`config.mk`:
```
export PLATFORM = sky130hd
export DESIGN_NAME = wtw_core
export DESIGN_NICKNAME = d
export VERILOG_FILES = /design/src/logic/wtw_mr_filter.v /design/src/logic/wtw_core.v
export VERILOG_INCLUDE_DIRS = /design/src /design/src/inc
export SDC_FILE = /design/constraint.sdc
export NUM_CORES = 1
export LEC_CHECK = 0
export BUFFER_PORTS_ARGS = -buffer_cell sky130_fd_sc_hd__buf_2
export CAP_MARGIN = 10
export CORE_MARGIN = 8
export CORE_UTILIZATION = 40
export DETAILED_ROUTE_END_ITERATION = 8
export SETUP_SLACK_MARGIN = 0.2
export SLEW_MARGIN = 40
export SYNTH_ARGS = -nofsm -noshare
export SYNTH_HDL_FRONTEND = slang
export SYNTH_HIERARCHICAL = 1
export SYNTH_SLANG_ARGS = --single-unit
```
`constraint.sdc`:
```
create_clock -name ref_clk -period 11.4 [get_ports ref_clk]
set_clock_uncertainty 0.2 [all_clocks]
set_input_delay 0 -clock ref_clk [delete_from_list [all_inputs] [get_ports ref_clk]]
set_output_delay 0 -clock ref_clk [all_outputs]
set_load 0.03 [all_outputs]
```
`src/inc/wtw_regs.vh`:
```
// Timing and width constants for the wake timer watchdog
`ifndef WTW_REGS_VH
`define WTW_REGS_VH

// Clock and oscillator periods
`define WTW_REF_PERIOD_NS     10
`define WTW_NS_PER_MS         1000000
`define WTW_OSC_PERIOD_MS     10
`define WTW_TICK_CYCLES       (`WTW_OSC_PERIOD_MS * `WTW_NS_PER_MS / `WTW_REF_PERIOD_NS)

// Times in ms
`define WTW_WAKE_WIDTH_MS     20
`define WTW_RST_WIDTH_MS      320
`define WTW_CONV_TIME_MS      120
`define WTW_ACK_GUARD_MS      20
`define WTW_MR_QUALIFY_MS     20
`define WTW_MR_DEBOUNCE_MS    20

// Tick counts: widths round down, least times round up
`define WTW_WAKE_TICKS        (`WTW_WAKE_WIDTH_MS / `WTW_OSC_PERIOD_MS)
`define WTW_RST_TICKS         (`WTW_RST_WIDTH_MS / `WTW_OSC_PERIOD_MS)
`define WTW_CONV_TICKS        (`WTW_CONV_TIME_MS / `WTW_OSC_PERIOD_MS)
`define WTW_GUARD_TICKS       ((`WTW_ACK_GUARD_MS + `WTW_OSC_PERIOD_MS - 1) / `WTW_OSC_PERIOD_MS)
`define WTW_QUAL_TICKS        ((`WTW_MR_QUALIFY_MS + `WTW_OSC_PERIOD_MS - 1) / `WTW_OSC_PERIOD_MS)
`define WTW_DB_TICKS          ((`WTW_MR_DEBOUNCE_MS + `WTW_OSC_PERIOD_MS - 1) / `WTW_OSC_PERIOD_MS)

// Widths
`define WTW_PER_W             24
`define WTW_TCK_W             20
`define WTW_CNT_W             8
`define WTW_FLT_W             4

// State codes
`define WTW_ST_MEAS           2'h0
`define WTW_ST_RST            2'h1
`define WTW_ST_RUN            2'h2
`define WTW_ST_MRST           2'h3

`endif

```
`src/logic/wtw_mr_filter.v`:
```
// Manual reset qualifier and debouncer on the oscillator tick
`timescale 1ns/1ps
`default_nettype none
`include "wtw_regs.vh"

module wtw_mr_filter (
  input  wire ref_clk,
  input  wire nrst,
  input  wire tick,
  input  wire pin,
  output reg  mr_active_q
);

  localparam integer QUAL_I = `WTW_QUAL_TICKS;
  localparam integer DB_I   = `WTW_DB_TICKS;
  localparam [`WTW_FLT_W-1:0] QUAL = QUAL_I[`WTW_FLT_W-1:0];
  localparam [`WTW_FLT_W-1:0] DB   = DB_I[`WTW_FLT_W-1:0];

  reg [`WTW_FLT_W-1:0] hi_q;
  reg [`WTW_FLT_W-1:0] lo_q;

  ////////////////////////////////////////////////////////////////////////////
  // Sampled only on ticks, so short glitches are never seen twice
  always @(posedge ref_clk) begin
    if (!nrst) begin
      hi_q        <= {`WTW_FLT_W{1'b0}};
      lo_q        <= {`WTW_FLT_W{1'b0}};
      mr_active_q <= 1'b0;
    end else if (tick) begin
      if (pin) begin
        lo_q <= {`WTW_FLT_W{1'b0}};
        if (hi_q != QUAL) begin
          hi_q <= hi_q + 4'h1;
        end
        if (hi_q == QUAL - 4'h1) begin
          mr_active_q <= 1'b1;
        end
      end else begin
        hi_q <= {`WTW_FLT_W{1'b0}};
        if (lo_q != DB) begin
          lo_q <= lo_q + 4'h1;
        end
        if (lo_q == DB - 4'h1) begin
          mr_active_q <= 1'b0;
        end
      end
    end
  end

endmodule
`default_nettype wire

```
`src/logic/wtw_core.v`:
```
// Wake timer with watchdog: interval, wake pulse, host reset, measurement
// Operation
// - Wake pulse at each interval start, not first interval nor after missed ack.
// - Wake output rests low when no pulse is issued.
// - Only a rising edge of the acknowledge counts.
// - Only the first acknowledge edge of an interval is acted upon.
// - Acknowledge clears watchdog state and ends any wake pulse; interval counter keeps running.
// - Acknowledge during a wake pulse ends the pulse at once.
// - No acknowledge 20 ms before interval end asserts host reset at start.
// - Host reset held low through power-on and resistor measurement.
// - Manual reset needs the pin high on two consecutive oscillator ticks.
// - Interval measured once after power-on and latched.
// - Missed ack or manual reset asserts reset and restarts counters.
// - Wake rising edges are spaced by the latched interval period.
// - Reset fall to next reset fall or wake equals period plus reset width.
// - Manual reset aborts measurement; measurement restarts after release.
// - Manual reset valid only if high 20 ms within 30 ms window.
// - Manual reset clears counters; resume after release plus debounce plus reset width.
// - Manual reset input is debounced against glitches.
// - Reset falls after qualify time, lasts request plus debounce plus width.
// - Manual reset forces wake low and host reset low.
// - Pin high at power-on is manual reset; no period latched.
`timescale 1ns/1ps
`default_nettype none
`include "wtw_regs.vh"

module wtw_core #(
  parameter [`WTW_TCK_W-1:0] TICK_CYCLES = `WTW_TICK_CYCLES
) (
  input  wire                  ref_clk,
  input  wire                  nrst,
  input  wire                  service_ack,
  input  wire                  interval_set_manual_reset_pin,
  input  wire                  meas_done,
  input  wire [`WTW_PER_W-1:0] meas_period,
  output reg                   meas_req_q,
  output reg                   interval_start_pulse_q,
  output reg                   host_reset_n_q
);

  localparam [1:0] ST_MEAS = `WTW_ST_MEAS;
  localparam [1:0] ST_RST  = `WTW_ST_RST;
  localparam [1:0] ST_RUN  = `WTW_ST_RUN;
  localparam [1:0] ST_MRST = `WTW_ST_MRST;

  localparam integer WAKE_I  = `WTW_WAKE_TICKS;
  localparam integer RST_I   = `WTW_RST_TICKS;
  localparam integer CONV_I  = `WTW_CONV_TICKS;
  localparam integer GUARD_I = `WTW_GUARD_TICKS;
  localparam [`WTW_CNT_W-1:0] WAKE_TICKS  = WAKE_I[`WTW_CNT_W-1:0];
  localparam [`WTW_CNT_W-1:0] RST_TICKS   = RST_I[`WTW_CNT_W-1:0];
  localparam [`WTW_CNT_W-1:0] CONV_TICKS  = CONV_I[`WTW_CNT_W-1:0];
  localparam [`WTW_PER_W-1:0] GUARD_TICKS = GUARD_I[`WTW_PER_W-1:0];

  reg  [`WTW_TCK_W-1:0] tick_cnt_q;
  reg                   tick_q;
  reg                   ack_prev_q;
  reg  [1:0]            state_q;
  reg  [`WTW_PER_W-1:0] per_q;
  reg                   per_valid_q;
  reg  [`WTW_PER_W-1:0] ivl_q;
  reg  [`WTW_CNT_W-1:0] cnt_q;
  reg  [`WTW_CNT_W-1:0] wake_cnt_q;
  reg                   acked_q;
  reg                   acked_d;
  wire                  mr_active;
  wire                  ack_rise;
  wire                  boundary;
  wire                  in_window;
  wire                  ack_take;

  ////////////////////////////////////////////////////////////////////////////
  // Oscillator tick from the reference clock
  always @(posedge ref_clk) begin
    if (!nrst) begin
      tick_cnt_q <= {`WTW_TCK_W{1'b0}};
      tick_q     <= 1'b0;
    end else if (tick_cnt_q == TICK_CYCLES - 20'h1) begin
      tick_cnt_q <= {`WTW_TCK_W{1'b0}};
      tick_q     <= 1'b1;
    end else begin
      tick_cnt_q <= tick_cnt_q + 20'h1;
      tick_q     <= 1'b0;
    end
  end

  ////////////////////////////////////////////////////////////////////////////
  // Manual reset qualifier
  wtw_mr_filter u_mr (
    .ref_clk     (ref_clk),
    .nrst        (nrst),
    .tick        (tick_q),
    .pin         (interval_set_manual_reset_pin),
    .mr_active_q (mr_active)
  );

  ////////////////////////////////////////////////////////////////////////////
  // Acknowledge edge and watchdog state
  assign ack_rise  = service_ack & ~ack_prev_q;
  assign boundary  = (state_q == ST_RUN) && tick_q && (ivl_q == per_q - 24'h1);
  assign in_window = (state_q == ST_RST) ||
                     ((state_q == ST_RUN) && (ivl_q < per_q - GUARD_TICKS));
  assign ack_take  = ack_rise & ~acked_q & in_window;

  always @* begin
    if ((state_q != ST_RUN) && (state_q != ST_RST)) begin
      acked_d = 1'b0;
    end else if (boundary) begin
      acked_d = ack_rise; // Edge on the boundary belongs to the new interval
    end else begin
      acked_d = acked_q | ack_take;
    end
  end

  always @(posedge ref_clk) begin
    if (!nrst) begin
      ack_prev_q <= 1'b0;
      acked_q    <= 1'b0;
    end else begin
      ack_prev_q <= service_ack;
      acked_q    <= (mr_active) ? 1'b0 : acked_d;
    end
  end

  ////////////////////////////////////////////////////////////////////////////
  // Main sequence
  always @(posedge ref_clk) begin
    if (!nrst) begin
      state_q                <= ST_MEAS;
      per_q                  <= {`WTW_PER_W{1'b0}};
      per_valid_q            <= 1'b0;
      ivl_q                  <= {`WTW_PER_W{1'b0}};
      cnt_q                  <= {`WTW_CNT_W{1'b0}};
      wake_cnt_q             <= {`WTW_CNT_W{1'b0}};
      meas_req_q             <= 1'b0;
      interval_start_pulse_q <= 1'b0;
      host_reset_n_q         <= 1'b0;
    end else begin
      case (state_q)
        ST_MEAS: begin
          host_reset_n_q         <= 1'b0;
          interval_start_pulse_q <= 1'b0;
          if (mr_active) begin
            meas_req_q <= 1'b0;
            state_q    <= ST_MRST;
          end else if (!meas_req_q) begin
            meas_req_q <= 1'b1;
            cnt_q      <= {`WTW_CNT_W{1'b0}};
          end else if (meas_done) begin
            per_q       <= meas_period;
            per_valid_q <= 1'b1;
            meas_req_q  <= 1'b0;
            cnt_q       <= {`WTW_CNT_W{1'b0}};
            state_q     <= ST_RST;
          end else if (tick_q) begin
            if (cnt_q == CONV_TICKS - 8'h1) begin
              meas_req_q <= 1'b0; // Overdue conversion is retried
            end else begin
              cnt_q <= cnt_q + 8'h1;
            end
          end
        end
        ST_RST: begin
          host_reset_n_q         <= 1'b0;
          interval_start_pulse_q <= 1'b0;
          ivl_q                  <= {`WTW_PER_W{1'b0}};
          if (mr_active) begin
            state_q <= ST_MRST;
          end else if (tick_q) begin
            if (cnt_q == RST_TICKS - 8'h1) begin
              cnt_q          <= {`WTW_CNT_W{1'b0}};
              host_reset_n_q <= 1'b1;
              state_q        <= ST_RUN;
            end else begin
              cnt_q <= cnt_q + 8'h1;
            end
          end
        end
        ST_RUN: begin
          if (mr_active) begin
            host_reset_n_q         <= 1'b0;
            interval_start_pulse_q <= 1'b0;
            ivl_q                  <= {`WTW_PER_W{1'b0}};
            state_q                <= ST_MRST;
          end else if (boundary) begin
            ivl_q <= {`WTW_PER_W{1'b0}};
            if (acked_q) begin
              interval_start_pulse_q <= 1'b1;
              wake_cnt_q             <= {`WTW_CNT_W{1'b0}};
            end else begin
              interval_start_pulse_q <= 1'b0;
              host_reset_n_q         <= 1'b0;
              cnt_q                  <= {`WTW_CNT_W{1'b0}};
              state_q                <= ST_RST;
            end
          end else begin
            if (tick_q) begin
              ivl_q <= ivl_q + 24'h1;
            end
            if (interval_start_pulse_q && ack_take) begin
              interval_start_pulse_q <= 1'b0;
            end else if (interval_start_pulse_q && tick_q) begin
              if (wake_cnt_q == WAKE_TICKS - 8'h1) begin
                interval_start_pulse_q <= 1'b0;
              end else begin
                wake_cnt_q <= wake_cnt_q + 8'h1;
              end
            end
          end
        end
        ST_MRST: begin
          host_reset_n_q         <= 1'b0;
          interval_start_pulse_q <= 1'b0;
          meas_req_q             <= 1'b0;
          ivl_q                  <= {`WTW_PER_W{1'b0}};
          cnt_q                  <= {`WTW_CNT_W{1'b0}};
          wake_cnt_q             <= {`WTW_CNT_W{1'b0}};
          if (!mr_active) begin
            state_q <= per_valid_q ? ST_RST : ST_MEAS;
          end
        end
        default: begin
          state_q                <= ST_MEAS;
          host_reset_n_q         <= 1'b0;
          interval_start_pulse_q <= 1'b0;
          meas_req_q             <= 1'b0;
        end
      endcase
    end
  end

endmodule
`default_nettype wire

```
# --- After elaboration in Yosys (flattened, before gate mapping) ---
# Cells that the tools add are included.
classes:
  order_cmp: 1
  n_reduce_logical: 28
  bitwise_logic: 8
  addsub: 8
  muxes: 64
  n_eq_ne: 38
ops:
  columns: ["op", "n"]
  rows:
  - ["8-bit two-way mux", 17]
  - ["24-bit two-way mux", 3]
  - ["24-bit case mux with 2 select lines", 1]
  - ["8-bit case mux with 4 select lines", 1]
  - ["24-bit by 1-bit adder with 24-bit output (second input constant)", 1]
  - ["24-bit equality test", 1]
  - ["24-bit less-than comparator", 1]
  - ["24-bit by 1-bit subtractor with 24-bit output (second input constant)", 1]
  - ["24-bit by 2-bit subtractor with 24-bit output (second input constant)", 1]
  - ["1-bit two-way mux", 23]
  - ["20-bit by 1-bit adder with 20-bit output (second input constant)", 1]
  - ["20-bit equality test (second input constant)", 1]
  - ["2-bit two-way mux", 10]
  - ["3-bit by 2-bit inequality test with 1-bit output (second input constant)", 6]
  - ["8-bit by 1-bit adder with 8-bit output (second input constant)", 2]
  - ["4-bit two-way mux", 4]
  - ["2-bit inequality test (second input constant)", 8]
  - ["8-bit case mux with 2 select lines", 1]
  - ["5-bit by 2-bit inequality test with 1-bit output (second input constant)", 2]
  - ["2-bit AND reduction", 5]
  - ["2-bit nonzero test", 5]
  - ["3-bit inequality test (second input constant)", 3]
  - ["4-bit by 1-bit adder with 4-bit output (second input constant)", 2]
  - ["4-bit by 1-bit equality test with 1-bit output (second input constant)", 2]
  - ["other kinds (26)", 45]
word_totals:
  reg_bits: 102
  elab_cells: 163
  inputBits: 29

# --- Depth between registers and ports, before layout ---
# Gate-level depths: netlist (run 1).
logic_depth:
  word_depth: 10
  mapped_depth: 17

# --- By module ---
# Netlist (run 1), hierarchy kept.
by_module_without_submodules:
  columns: ["module", "seq_area_each_um2", "area_each_um2", "cells_per_inst", "instances"]
  rows:
  - ["wtw_core", 1861.8, 5962.0, 748, 1]
  - ["wtw_mr_filter", 180.2, 580.6, 65, 1]

# --- Worst setup path after synthesis (run 1) ---
# OpenSTA, ideal clock, no wires.
synth_timing:
  path_type: "reg-to-reg"
  start: "register per_q[5]"
  end: "register wake_cnt_q[7]"
  setup_ps: 74
  stages_incl_launch_ff: 18
  required_time_ps: 11126
  synth_period_minus_slack_ps: 4145
  arrival_time_ps: 3871
  path_buffers: 1
  setup_slack_ps: 7255
  cell_sequence: "dfxtp_1 clkbuf_1 nor2_1 nand4_1 nor4_1 inv_1 nor3_1 xnor2_1 ha_1 and4_1 nand2_1 or4_1 a21oi_1 o31a_1 o311a_1 nor3b_1 a41oi_1 a31oi_1"
synth_via:
  elab_chain_len: 8
  elab_cells_between_ends: 17
synth_lines:
  columns: ["item", "line", "rtl"]
  rows:
  - ["start, declared", "wtw_core.v:59", "reg [`WTW_PER_W-1:0] per_q;"]
  - ["start signal, assigned", "wtw_core.v:130", "per_q <= {`WTW_PER_W{1'b0}};"]
  - ["start signal, assigned", "wtw_core.v:150", "per_q <= meas_period;"]
  - ["24-bit by 2-bit subtractor with 24-bit output", "wtw_core.v:102", "((state_q == ST_RUN) && (ivl_q < per_q - GUARD_TICKS));"]
  - ["24-bit less-than comparator", "wtw_core.v:102", null]
  - ["1-bit logical AND", "wtw_core.v:102", null]
  - ["1-bit logical OR", "wtw_core.v:101", "assign in_window = (state_q == ST_RST) ||"]
  - ["1-bit bitwise AND", "wtw_core.v:103", "assign ack_take = ack_rise & ~acked_q & in_window;"]
  - ["1-bit logical AND", "wtw_core.v:200", "if (interval_start_pulse_q && ack_take) begin"]
  - ["3-bit inequality test (no line)", null, null]
  - ["6-bit AND reduction (no line)", null, null]
  - ["end signal, assigned", "wtw_core.v:134", "wake_cnt_q <= {`WTW_CNT_W{1'b0}};"]
  - ["end signal, assigned", "wtw_core.v:206", "wake_cnt_q <= wake_cnt_q + 8'h1;"]
  - ["end signal, assigned", "wtw_core.v:217", "wake_cnt_q <= {`WTW_CNT_W{1'b0}};"]
  - ["end, declared", "wtw_core.v:63", "reg [`WTW_CNT_W-1:0] wake_cnt_q;"]
# Parallel ways exist; a longest one is shown, timed or not. The select of a mux whose other input is x is not followed.
# A chain may end at the register's enable or synchronous reset.

# --- Worst setup path in the final report (run 1) ---
layout_timing:
  start: "register per_q[1]"
  end: "register wake_cnt_q[7]"
# The elaborated chain is that of the path after synthesis.

==> results.py, run 1 <==
metrics = {
    "status": {
        "outcome": "finished, final reports clean",
    },
    "worst_setup_path": {
        "crit_arrival_ps": 5080,
        "worstSetupPathType": "reg -> reg",
        "worstSetupStartpointType": "flop",
        "cp_max_fo": 7,
        "r2r_setup_slack_ps": 6420,
        "cp.required_ps": 11500,
        "end_kind": "flop",
    },
    "cells_and_area": {
        "seq_area_um2": 2040,
        "drive_gt1_share_pct": 8.25,
        "area_delta_synth_final_pct": 14.2,
        "fin_cells": 1077,
        "insertedDiodeCount": 0,
        "multiInputGateArea_um2": 4220,
        "fin_area_um2": 7470,
        "n_fill_cell": 1567,
        "final_nets": 928,
        "fin_util_pct": 46.9,
    },
    "logic_synthesis": {
        "synth-edff-count": 0,
        "syn_area_per_cell_um2": 8.05,
        "syn_inst": 813,
        "synth-main-ff-cell": "dfxtp_1",
        "synth.cell_area_um2": 6540,
        "ys_ff_latch": 102,
        "async_reset_ff_share_pct": 0,
        "synth-seq-area-share_pct": 31.2,
        "ys_types": 75,
        "synth_nets": 885,
        "ys_warn_count": 6,
    },
    "drt": {
        "post_drt_wl_per_cell_um": 14.9,
        "vias": 5816,
        "drc_errors": 0,
        "viasPerCell": 5.40,
        "drtIter0Drc": 220,
        "ant_nets": 0,
        "first_pass_iters": 5,
        "drt-total-wl_um": 16100,
    },
    "floorplan": {
        "die_y_um": 144,
        "io_pins": 32,
        "initial_utilization_pct": 41.0,
        "fp-row-count": 46,
        "dieArea_um2": 20700,
        "die_w_um": 144,
        "coreArea_um2": 15900,
    },
    "sta": {
        "timing.final.crit_share_pct": 43.7,
        "rsz0062_at_grt": "no",
        "worstMarginPinSlew_ps": 763,
        "setup-violations-final": 0,
        "fin_ws_ps": 6420,
        "whs_ps": 192,
        "slew_headroom_pct": 48.6,
        "fmax_mhz": 201,
        "fin_setup_tns_ps": 0,
        "fin_crit_ps": 4980,
        "slew_viol_final": 0,
        "hold_viol": 0,
    },
    "placed_design": {
        "io_buffers": 31,
        "hpwl_um": 11800,
        "dp_slack_ps": 6500,
        "placed_cells": 1026,
        "routabilityCongestion": 0.885,
        "post_dp_cell_area_um2": 6820,
    },
    "global_routing": {
        "grt_pass1_vias": 5446,
        "globalRouteOverflowTotal": 0,
        "grt_pass1_wl_um": 27300,
        "grt_max_degree": 36,
        "grt_usage_pct": 16.3,
        "antenna_found_initial": 0,
    },
    "clock_tree": {
        "htreeDepth": 3,
        "hold_buffers": 35,
        "cts_buffers": 9,
        "postCtsResizedCells": 0,
        "clock-root-buffer": "clkbuf_16",
        "cts_setup_buffers": 0,
        "cts_tree": "yes",
        "clockBufferDepth": 2,
        "clk_pin_slew_ps": 70,
        "clk_latency_ps": 360,
        "cts.sinks": 102,
    },
    "min_path": {
        "hold_class": "in -> reg",
    },
    "power": {
        "power_mw": 1.34,
        "power_leakage_nw": 2.99,
        "peakVddDrop_v": 0.000102,
        "powerDensity_nw_per_um2": 179,
    },
    "flow_run": {
        "cap_viol_max_count": 0,
    },
}
synthesized netlist by cell type (3+ instances only):
library cell    n  area, µm²
a211o_1         3       26.3
a211oi_1        4       30.0
a21o_1          6       45.0
a21oi_1        56        280
a22o_1         20        175
a31oi_1         3       18.8
and2_1          3       18.8
and3_1         25        156
and4_1          3       26.3
buf_2           7       35.0
buf_6           4       45.0
clkbuf_1       26       97.6
dfxtp_1       102       2040
ha_1           43        538
inv_1          26       97.6
nand2_1        98        368
nand2b_1       10       62.6
nand3_1        29        145
nand3b_1        3       22.5
nand4_1        13       81.3
nand4b_1        4       35.0
nor2_1         59        221
nor2b_1        20        125
nor3_1         23        115
nor3b_1         7       52.6
nor4_1         11       68.8
nor4b_1         4       35.0
o211ai_1        8       60.1
o21a_1          9       67.6
o21ai_0        36        180
o21ai_1         9       45.0
o31a_1          3       26.3
o31ai_1         3       22.5
or2_2           3       18.8
or3_1          10       62.6
or4_1           4       30.0
or4b_1          3       30.0
xnor2_1        39        342
xor2_1         29        254
final timing paths:
path,from,to,depth (start not counted)
setup / recovery,per_q[1],wake_cnt_q[7],16
hold / removal,service_ack,ack_prev_q,3
setup reg to reg,per_q[1],wake_cnt_q[7],16
hold reg to reg,tick_cnt_q[0],tick_cnt_q[0],1
metal layers:
metal / track usage [%] / vias up / share of wire [%]
met5: 0 / - / 0
met4: 4.10 / 0 / 1.2
li1: - / 3005 / -
met2: 26.0 / 69 / 46
met1: 21.9 / 2724 / 50
met3: 3.52 / 18 / 3.3
cells in the final DEF (no fill, tap or decap), types with 4 or more instances in the layout:
cell type / netlist / final
inv_1: 26 / 26
nor4b_1: 4 / 4
o21ai_1: 9 / 9
nor3b_1: 7 / 6
a21o_1: 6 / 6
dfxtp_1: 102 / 102
a21oi_1: 56 / 56
o21a_1: 9 / 9
a211oi_1: 4 / 4
nor4_1: 11 / 11
nand4_1: 13 / 13
buf_4: 1 / 4
nand2b_1: 10 / 10
or4_1: 4 / 4
clkbuf_16: 0 / 9
a22o_1: 20 / 20
nand4b_1: 4 / 4
xnor2_1: 39 / 39
ha_1: 43 / 43
nand3_1: 29 / 29
nand2_1: 98 / 98
nor2_1: 59 / 59
o211ai_1: 8 / 8
buf_2: 7 / 31
nor3_1: 23 / 22
o21ai_0: 36 / 36
dlygate4sd3_1: 0 / 35
xor2_1: 29 / 29
nor2b_1: 20 / 20
or3_1: 10 / 10
and3_1: 25 / 25
flip-flops by register name, summed over array words and instances (netlist names):
register,flops
meas_req_q,1
cnt_q,8
u_mr/hi_q,4
per_valid_q,1
ack_prev_q,1
state_q,2
tick_q,1
per_q,24
wake_cnt_q,8
acked_q,1
u_mr/lo_q,4
ivl_q,24
interval_start_pulse_q,1
u_mr/mr_active_q,1
host_reset_n_q,1
tick_cnt_q,20
power by group:
part / leakage (nW) / internal, mW / switching, mW
combinational: 2.02 / 0.251 / 0.359
clock: 0.149 / 0.160 / 0.152
sequential: 0.825 / 0.378 / 0.0370
total: 2.99 / 0.789 / 0.548
kinds of logic (layout without fill, tap and decap cells):
logic type	Yosys count	after routing	synth area share, %
AND/OR/NAND/NOR	343	343	27.5
AO/OA/AOI/OAI	191	191	19.5
flip-flops	102	102	31.2
XOR/XNOR	68	68	9.10
buffers and inverters	65	113	4.38
adder cells (fa/ha/maj)	43	43	8.22
multiplexers	1	1	0.153
worst max-delay path: stages (launching register included):
cell	delay, ps
dfxtp_1	340
inv_1	120
ha_1	250
nor3b_1	430
nand4_1	430
nor3_1	360
xnor2_1	100
ha_1	290
and4_1	220
nand2_1	100
or4_1	560
a21oi_1	150
o31a_1	200
o311a_1	180
nor3b_1	640
a41oi_1	190
a31oi_1	150
layout make-up:
type	count	share of cell area [%]
flip-flops and latches	102	27.3
clock inverters	6	0.804
inverters	27	1.37
clock buffers	10	3.20
well taps	216	3.62
repair buffers	70	7.17
multi-input cells	646	56.5
No activity file was read; power rests on OpenSTA's default activity.
==> run 2: changes to the inputs <==
- clock period: 11.4 -> 4.9 ns (I/O delays scaled with it)
==> results.py, run 2 (same netlist as run 1, synthesis figures left out) <==
metrics = {
    "sta": {
        "hold_viol": 0,
        "slew_viol_final": 0,
        "fin_crit_ps": 4450,
        "fin_ws_ps": 449,
        "worstMarginPinSlew_ps": 699,
        "setup-violations-final": 0,
        "timing.final.crit_share_pct": 90.8,
        "fmax_mhz": 225,
        "rsz0062_at_grt": "no",
        "slew_headroom_pct": 53.4,
    },
    "worst_setup_path": {
        "slowest_delay_ps": 520,
        "cp_max_fo": 6,
        "rr_endpoint": "wake_cnt_q[7]",
        "r2r_setup_slack_ps": 450,
        "critPathBufInv": 1,
        "ff2ff_path_depth": 16,
        "cp.required_ps": 4940,
        "critical-path-top-delay-family": "simple AND/OR/NAND/NOR gates",
        "worstSetupStartpointType": "flop",
        "end_kind": "flop",
        "rr_startpoint": "per_q[2]",
        "cp_slowest_cell": "or4_1",
        "crit_arrival_ps": 4490,
        "worstSetupPathType": "reg -> reg",
        "critPathLaunch": "per_q[2]",
        "path_cells": "inv_1 > ha_1 > nor3b_2 > nand4_1 > nor3_1 > xnor2_1 > ha_1 > and4_1 > nand2_1 > or4_1 > a21oi_1 > o31a_1 > nor3_1 > o211ai_1 > a21o_1 > a31oi_1",
    },
    "clock_tree": {
        "clock-root-buffer": "clkbuf_16",
        "cts_tree": "yes",
        "cts_buffers": 9,
        "cts.sinks": 102,
        "clockBufferDepth": 2,
        "clk_latency_ps": 360,
        "htreeDepth": 3,
        "clk_pin_slew_ps": 70,
    },
    "placed_design": {
        "routabilityCongestion": 0.919,
        "hpwl_um": 12000,
        "dp_slack_ps": -28.9,
        "post_dp_cell_area_um2": 6890,
        "placed_cells": 1035,
        "io_buffers": 31,
    },
    "drt": {
        "drt-total-wl_um": 16400,
        "first_pass_iters": 6,
        "post_drt_wl_per_cell_um": 15.0,
        "drc_errors": 0,
        "viasPerCell": 5.40,
        "drtIter0Drc": 329,
        "vias": 5885,
        "ant_nets": 0,
    },
    "power": {
        "peakVddDrop_v": 0.000192,
        "power_leakage_nw": 3.07,
        "powerDensity_nw_per_um2": 420,
        "power_mw": 3.18,
    },
    "global_routing": {
        "grt_pass1_wl_um": 27900,
        "antenna_found_initial": 0,
        "globalRouteOverflowTotal": 0,
        "grt_usage_pct": 16.6,
        "grt_max_degree": 36,
        "grt_pass1_vias": 5540,
    },
    "cells_and_area": {
        "drive_gt1_share_pct": 9.85,
        "final_cell_mix": "102 x dfxtp_1, 98 x nand2_1, 59 x nor2_1",
        "insertedDiodeCount": 0,
        "n_fill_cell": 1581,
        "area_delta_synth_final_pct": 15.8,
        "final_nets": 940,
        "largest_registers": "ivl_q x24, per_q x24, tick_cnt_q x20",
        "fin_cells": 1089,
        "multiInputGateArea_um2": 4250,
        "fin_area_um2": 7570,
        "final_common_cell": "dfxtp_1",
        "seq_area_um2": 2040,
    },
    "floorplan": {
        "io_pins": 32,
        "die_y_um": 144,
        "die_w_um": 144,
        "initial_utilization_pct": 41.0,
        "fp-row-count": 46,
        "coreArea_um2": 15900,
        "dieArea_um2": 20700,
    },
    "min_path": {
        "whs_endpoint": "ack_prev_q",
        "hold_class": "in -> reg",
        "min_path_cells": 3,
        "hp-start": "service_ack",
    },
    "status": {
        "outcome": "finished, final reports clean",
    },
    "flow_run": {
        "cap_viol_max_count": 0,
    },
}
## run 2: worst max path at each step
stage / end / slack (ps) / cells past startpoint
2_1_floorplan: wake_cnt_q[7] / 750 / 17
3_3_place_gp: wake_cnt_q[7] / 70 / 16
3_5_place_dp: wake_cnt_q[7] / -30 / 16
4_1_cts: wake_cnt_q[7] / 410 / 16
5_1_grt: wake_cnt_q[7] / 200 / 17
6_report: wake_cnt_q[7] / 450 / 16
## run 2: metrics by stage
step / setup TNS (ps) / utilization (%) / hold WS, ps
6_report: 0 / 47.5 / 199
5_1_grt: 0 / 47.5 / 228
4_1_cts: 0 / 47.3 / 187
3_5_place_dp: -28.9 / 43.2 / 27.3
3_3_place_gp: 0 / 43.1 / 19.4
2_1_floorplan: 0 / - / -78.3
## run 2: timing repair
| item | 4_1_cts | 5_1_grt |
|---|---|---|
| buffers inserted | 0 | 3 |
| hold buffers | 35 | 0 |
| setup endpoints to repair | 6 | 8 |
| resized for setup | 2 | 2 |
| pin swaps | 0 | 1 |
| endpoints found under the hold margin | 35 | 0 |
## run 2: routing by layer
metal	GRT usage, %	up-vias	share of wire (%)
li1	-	3024	-
met1	22.0	2757	49
met2	27.0	94	46
met3	3.05	10	4.0
met4	4.04	0	1.1
met5	0	-	0
## run 2: layout make-up
cell class,instances,area share [%]
clock buffers,9,2.97
clock inverters,7,0.826
inverters,27,1.35
multi-input cells,646,56.1
flip-flops and latches,102,27.0
well taps,216,3.57
repair buffers,82,8.26
## run 2: power by group
part | switching, mW | internal (mW)
clock | 0.360 | 0.358
sequential | 0.0805 | 0.879
combinational | 0.863 | 0.644
## run 2: worst reg2reg max path: cells and delay by family, from the launching register on
kind / cells / cell delay, ps
adders and majority gates: 2 / 530
AOI/OAI and AO/OA: 5 / 1160
buffers and inverters: 1 / 110
xor gates and xnor gates: 1 / 100
DFF: 1 / 370
and+or+nand+nor: 7 / 1860
==> run 3: changes to the inputs <==
- ABC_AREA: default -> 1
==> results.py, run 3 <==
metrics = {
    "logic_synthesis": {
        "yosysTopAreaCellShare_pct": 27.4,
        "synth.cell_area_um2": 7450,
        "synth_xor_area_share_pct": 6.94,
        "async_reset_ff_share_pct": 0,
        "synth_adder_area_share_pct": 7.22,
        "synth-main-ff-cell": "dfxtp_1",
        "ys_ff_latch": 102,
        "synth-seq-area-share_pct": 27.4,
        "synthTopCellsByCount": "221 x nand2_1, 146 x nor2_1, 126 x inv_1",
        "ys_types": 46,
        "synth_simple_gate_area_share_pct": 37.3,
        "synth_most_common_cell": "nand2_1",
        "synth-compound-area-share_pct": 12.2,
        "ys_warn_count": 6,
        "syn_area_per_cell_um2": 6.59,
        "muxShareOfSynthArea_pct": 0,
        "synth-edff-count": 0,
        "syn_inst": 1130,
        "synth_top_area_cell": "dfxtp_1",
        "synth_top_family_by_area": "simple AND/OR/NAND/NOR gates",
        "synth_area_leaders": "dfxtp_1 27%, nand2_1 11%, nor2_1 7.4%, ha_1 7.2%, inv_1 6.4%",
        "synth_nets": 1202,
    },
    "worst_setup_path": {
        "cp.required_ps": 5000,
        "cp_max_fo": 7,
        "cp_slowest_cell": "dfxtp_1",
        "end_kind": "flop",
        "worstSetupPathType": "reg -> reg",
        "path_cells": "inv_1 > nand2_1 > nor2_1 > inv_1 > nor3_1 > nand3_1 > xor2_1 > ha_1 > nand2_1 > nor2_1 > nand2_1 > nor2_1 > nand2_1 > nand3_1 > nand2_1 > nand2_1 > nand2_1 > nand3_4 > nand3_4 > inv_2 > nor2_1 > nor2_1",
        "cp_common_cell": "nand2_1",
        "critical-path-top-delay-family": "simple AND/OR/NAND/NOR gates",
        "slowest_delay_ps": 390,
        "crit_arrival_ps": 3590,
        "critPathBufInv": 3,
        "worstSetupStartpointType": "flop",
        "ff2ff_path_depth": 22,
        "worst-path-stages": 22,
    },
    "floorplan": {
        "die_y_um": 152,
        "die_w_um": 152,
        "dieArea_um2": 23200,
        "initial_utilization_pct": 40.2,
        "io_pins": 32,
        "fp-row-count": 50,
        "coreArea_um2": 18500,
    },
    "status": {
        "outcome": "finished, final reports clean",
    },
    "cells_and_area": {
        "insertedDiodeCount": 0,
        "final_common_cell": "nand2_1",
        "area_delta_synth_final_pct": 12.0,
        "final_nets": 1245,
        "fin_area_um2": 8340,
        "largest_registers": "ivl_q x24, per_q x24, tick_cnt_q x20",
        "drive_gt1_share_pct": 9.42,
        "final_cell_mix": "221 x nand2_1, 146 x nor2_1, 125 x inv_1",
    },
    "sta": {
        "worstMarginPinSlew_ps": 706,
        "hold_viol": 0,
        "slew_headroom_pct": 52.9,
        "setup-violations-final": 0,
        "timing.final.crit_share_pct": 71.3,
        "rsz0062_at_grt": "no",
        "slew_viol_final": 0,
        "fin_setup_tns_ps": 0,
        "fin_crit_ps": 3490,
        "fmax_mhz": 286,
    },
    "drt": {
        "vias": 7095,
        "ant_nets": 0,
        "post_drt_wl_per_cell_um": 13.8,
        "drc_errors": 0,
        "drt-total-wl_um": 19400,
        "drtIter0Drc": 376,
        "first_pass_iters": 5,
        "viasPerCell": 5.02,
    },
    "placed_design": {
        "routabilityCongestion": 0.861,
        "hpwl_um": 14500,
        "io_buffers": 31,
        "post_dp_cell_area_um2": 7780,
    },
    "clock_tree": {
        "cts_tree": "yes",
        "clk_latency_ps": 360,
        "htreeDepth": 3,
        "clk_pin_slew_ps": 80,
        "cts_buffers": 9,
        "clockBufferDepth": 2,
        "clock-root-buffer": "clkbuf_16",
        "postCtsResizedCells": 0,
        "cts.sinks": 102,
    },
    "min_path": {
        "hold_class": "in -> reg",
        "min_path_cells": 4,
    },
    "flow_run": {
        "cap_viol_max_count": 0,
    },
    "global_routing": {
        "grt_usage_pct": 16.9,
        "antenna_found_initial": 0,
        "grt_max_degree": 53,
        "grt_pass1_wl_um": 32700,
        "globalRouteOverflowTotal": 0,
        "grt_pass1_vias": 6683,
    },
    "power": {
        "peakVddDrop_v": 0.000244,
        "powerDensity_nw_per_um2": 580,
        "power_leakage_nw": 3.61,
    },
}
[run 3: changes by cell type after synthesis, sizes merged, moves of 22 or more]
cell,before,now
a21oi,57,82
nand3,29,80
xnor2,39,17
nor2,59,168
inv,26,133
o21ai,45,70
nand2,98,235
nand4,13,40
and3,26,0
[run 3: worst reg2reg max path, stage by stage (launching register included)]
cell,delay [ps]
dfxtp_1,390
inv_1,140
nand2_1,70
nor2_1,230
inv_1,120
nor3_1,350
nand3_1,150
xor2_1,180
ha_1,290
nand2_1,70
nor2_1,150
nand2_1,60
nor2_1,100
nand2_1,60
nand3_1,140
nand2_1,70
nand2_1,80
nand2_1,90
nand3_4,140
nand3_4,110
inv_2,120
nor2_1,50
nor2_1,90
[run 3: cell families (layout without fill, tap and decap cells)]
family | after synthesis | in the layout
and+or+nand+nor | 588 | 588
AOI/OAI and AO/OA | 170 | 170
buffers and inverters | 168 | 216
DFF | 102 | 102
xor gates and xnor gates | 59 | 59
adders and majority gates | 43 | 43
[run 3: repair_timing]
item / 4_1_cts / 5_1_grt
endpoints found under the hold margin: 56 / 0
buffers inserted: 0 / 0
hold buffers: 29 / 0
[run 3: area by class of cell]
cell class / instances / area [µm²]
Timing Repair Buffer: 64 / 475
Clock buffer: 10 / 229
Clock inverter: 6 / 45.0
Inverter: 136 / 513
Tap cell: 234 / 293
Fill cell: 1950 / 10200
Sequential cell: 102 / 2040
Multi-Input combinational cell: 860 / 4740
[run 3: through the flow]
step / power (mW) / utilization [%] / setup WS [ps] / hold WS [ps] / cells
floorplan: 3.48 / - / 2000 / -107 / 1130
global placement: 4.10 / 42.0 / 1590 / 19.7 / 1367
detailed placement: 4.13 / 42.0 / 1470 / 30.1 / 1367
CTS: 4.86 / 45.0 / 1410 / 183 / 1412
global route: 5.36 / 45.0 / 1070 / 218 / 1412
finish: 4.84 / 45.0 / 1410 / 193 / 1412
[run 3: path summary, 6_finish.rpt]
| path | from | slack, ps | end |
|---|---|---|---|
| setup / recovery | per_q[3] | 1410 | wake_cnt_q[1] |
| hold / removal | meas_period[18] | 190 | per_q[18] |
| setup reg to reg | per_q[3] | 1410 | wake_cnt_q[1] |
| hold reg to reg | tick_cnt_q[0] | 270 | tick_cnt_q[0] |
[run 3: per-layer routing]
layer	up-vias	part of all wire [%]	track usage (%)
met2	104	45	27.7
met1	3168	50	21.9
met5	-	0	0
li1	3803	-	-
met4	0	1.8	6.55
met3	20	3.8	2.72
[run 3: where the power goes]
part           switching (mW)  total, mW  internal (mW)
clock                   0.350      0.698          0.348
sequential              0.295       1.30           1.01
combinational            1.82       2.84           1.02
total                    2.46       4.84           2.38
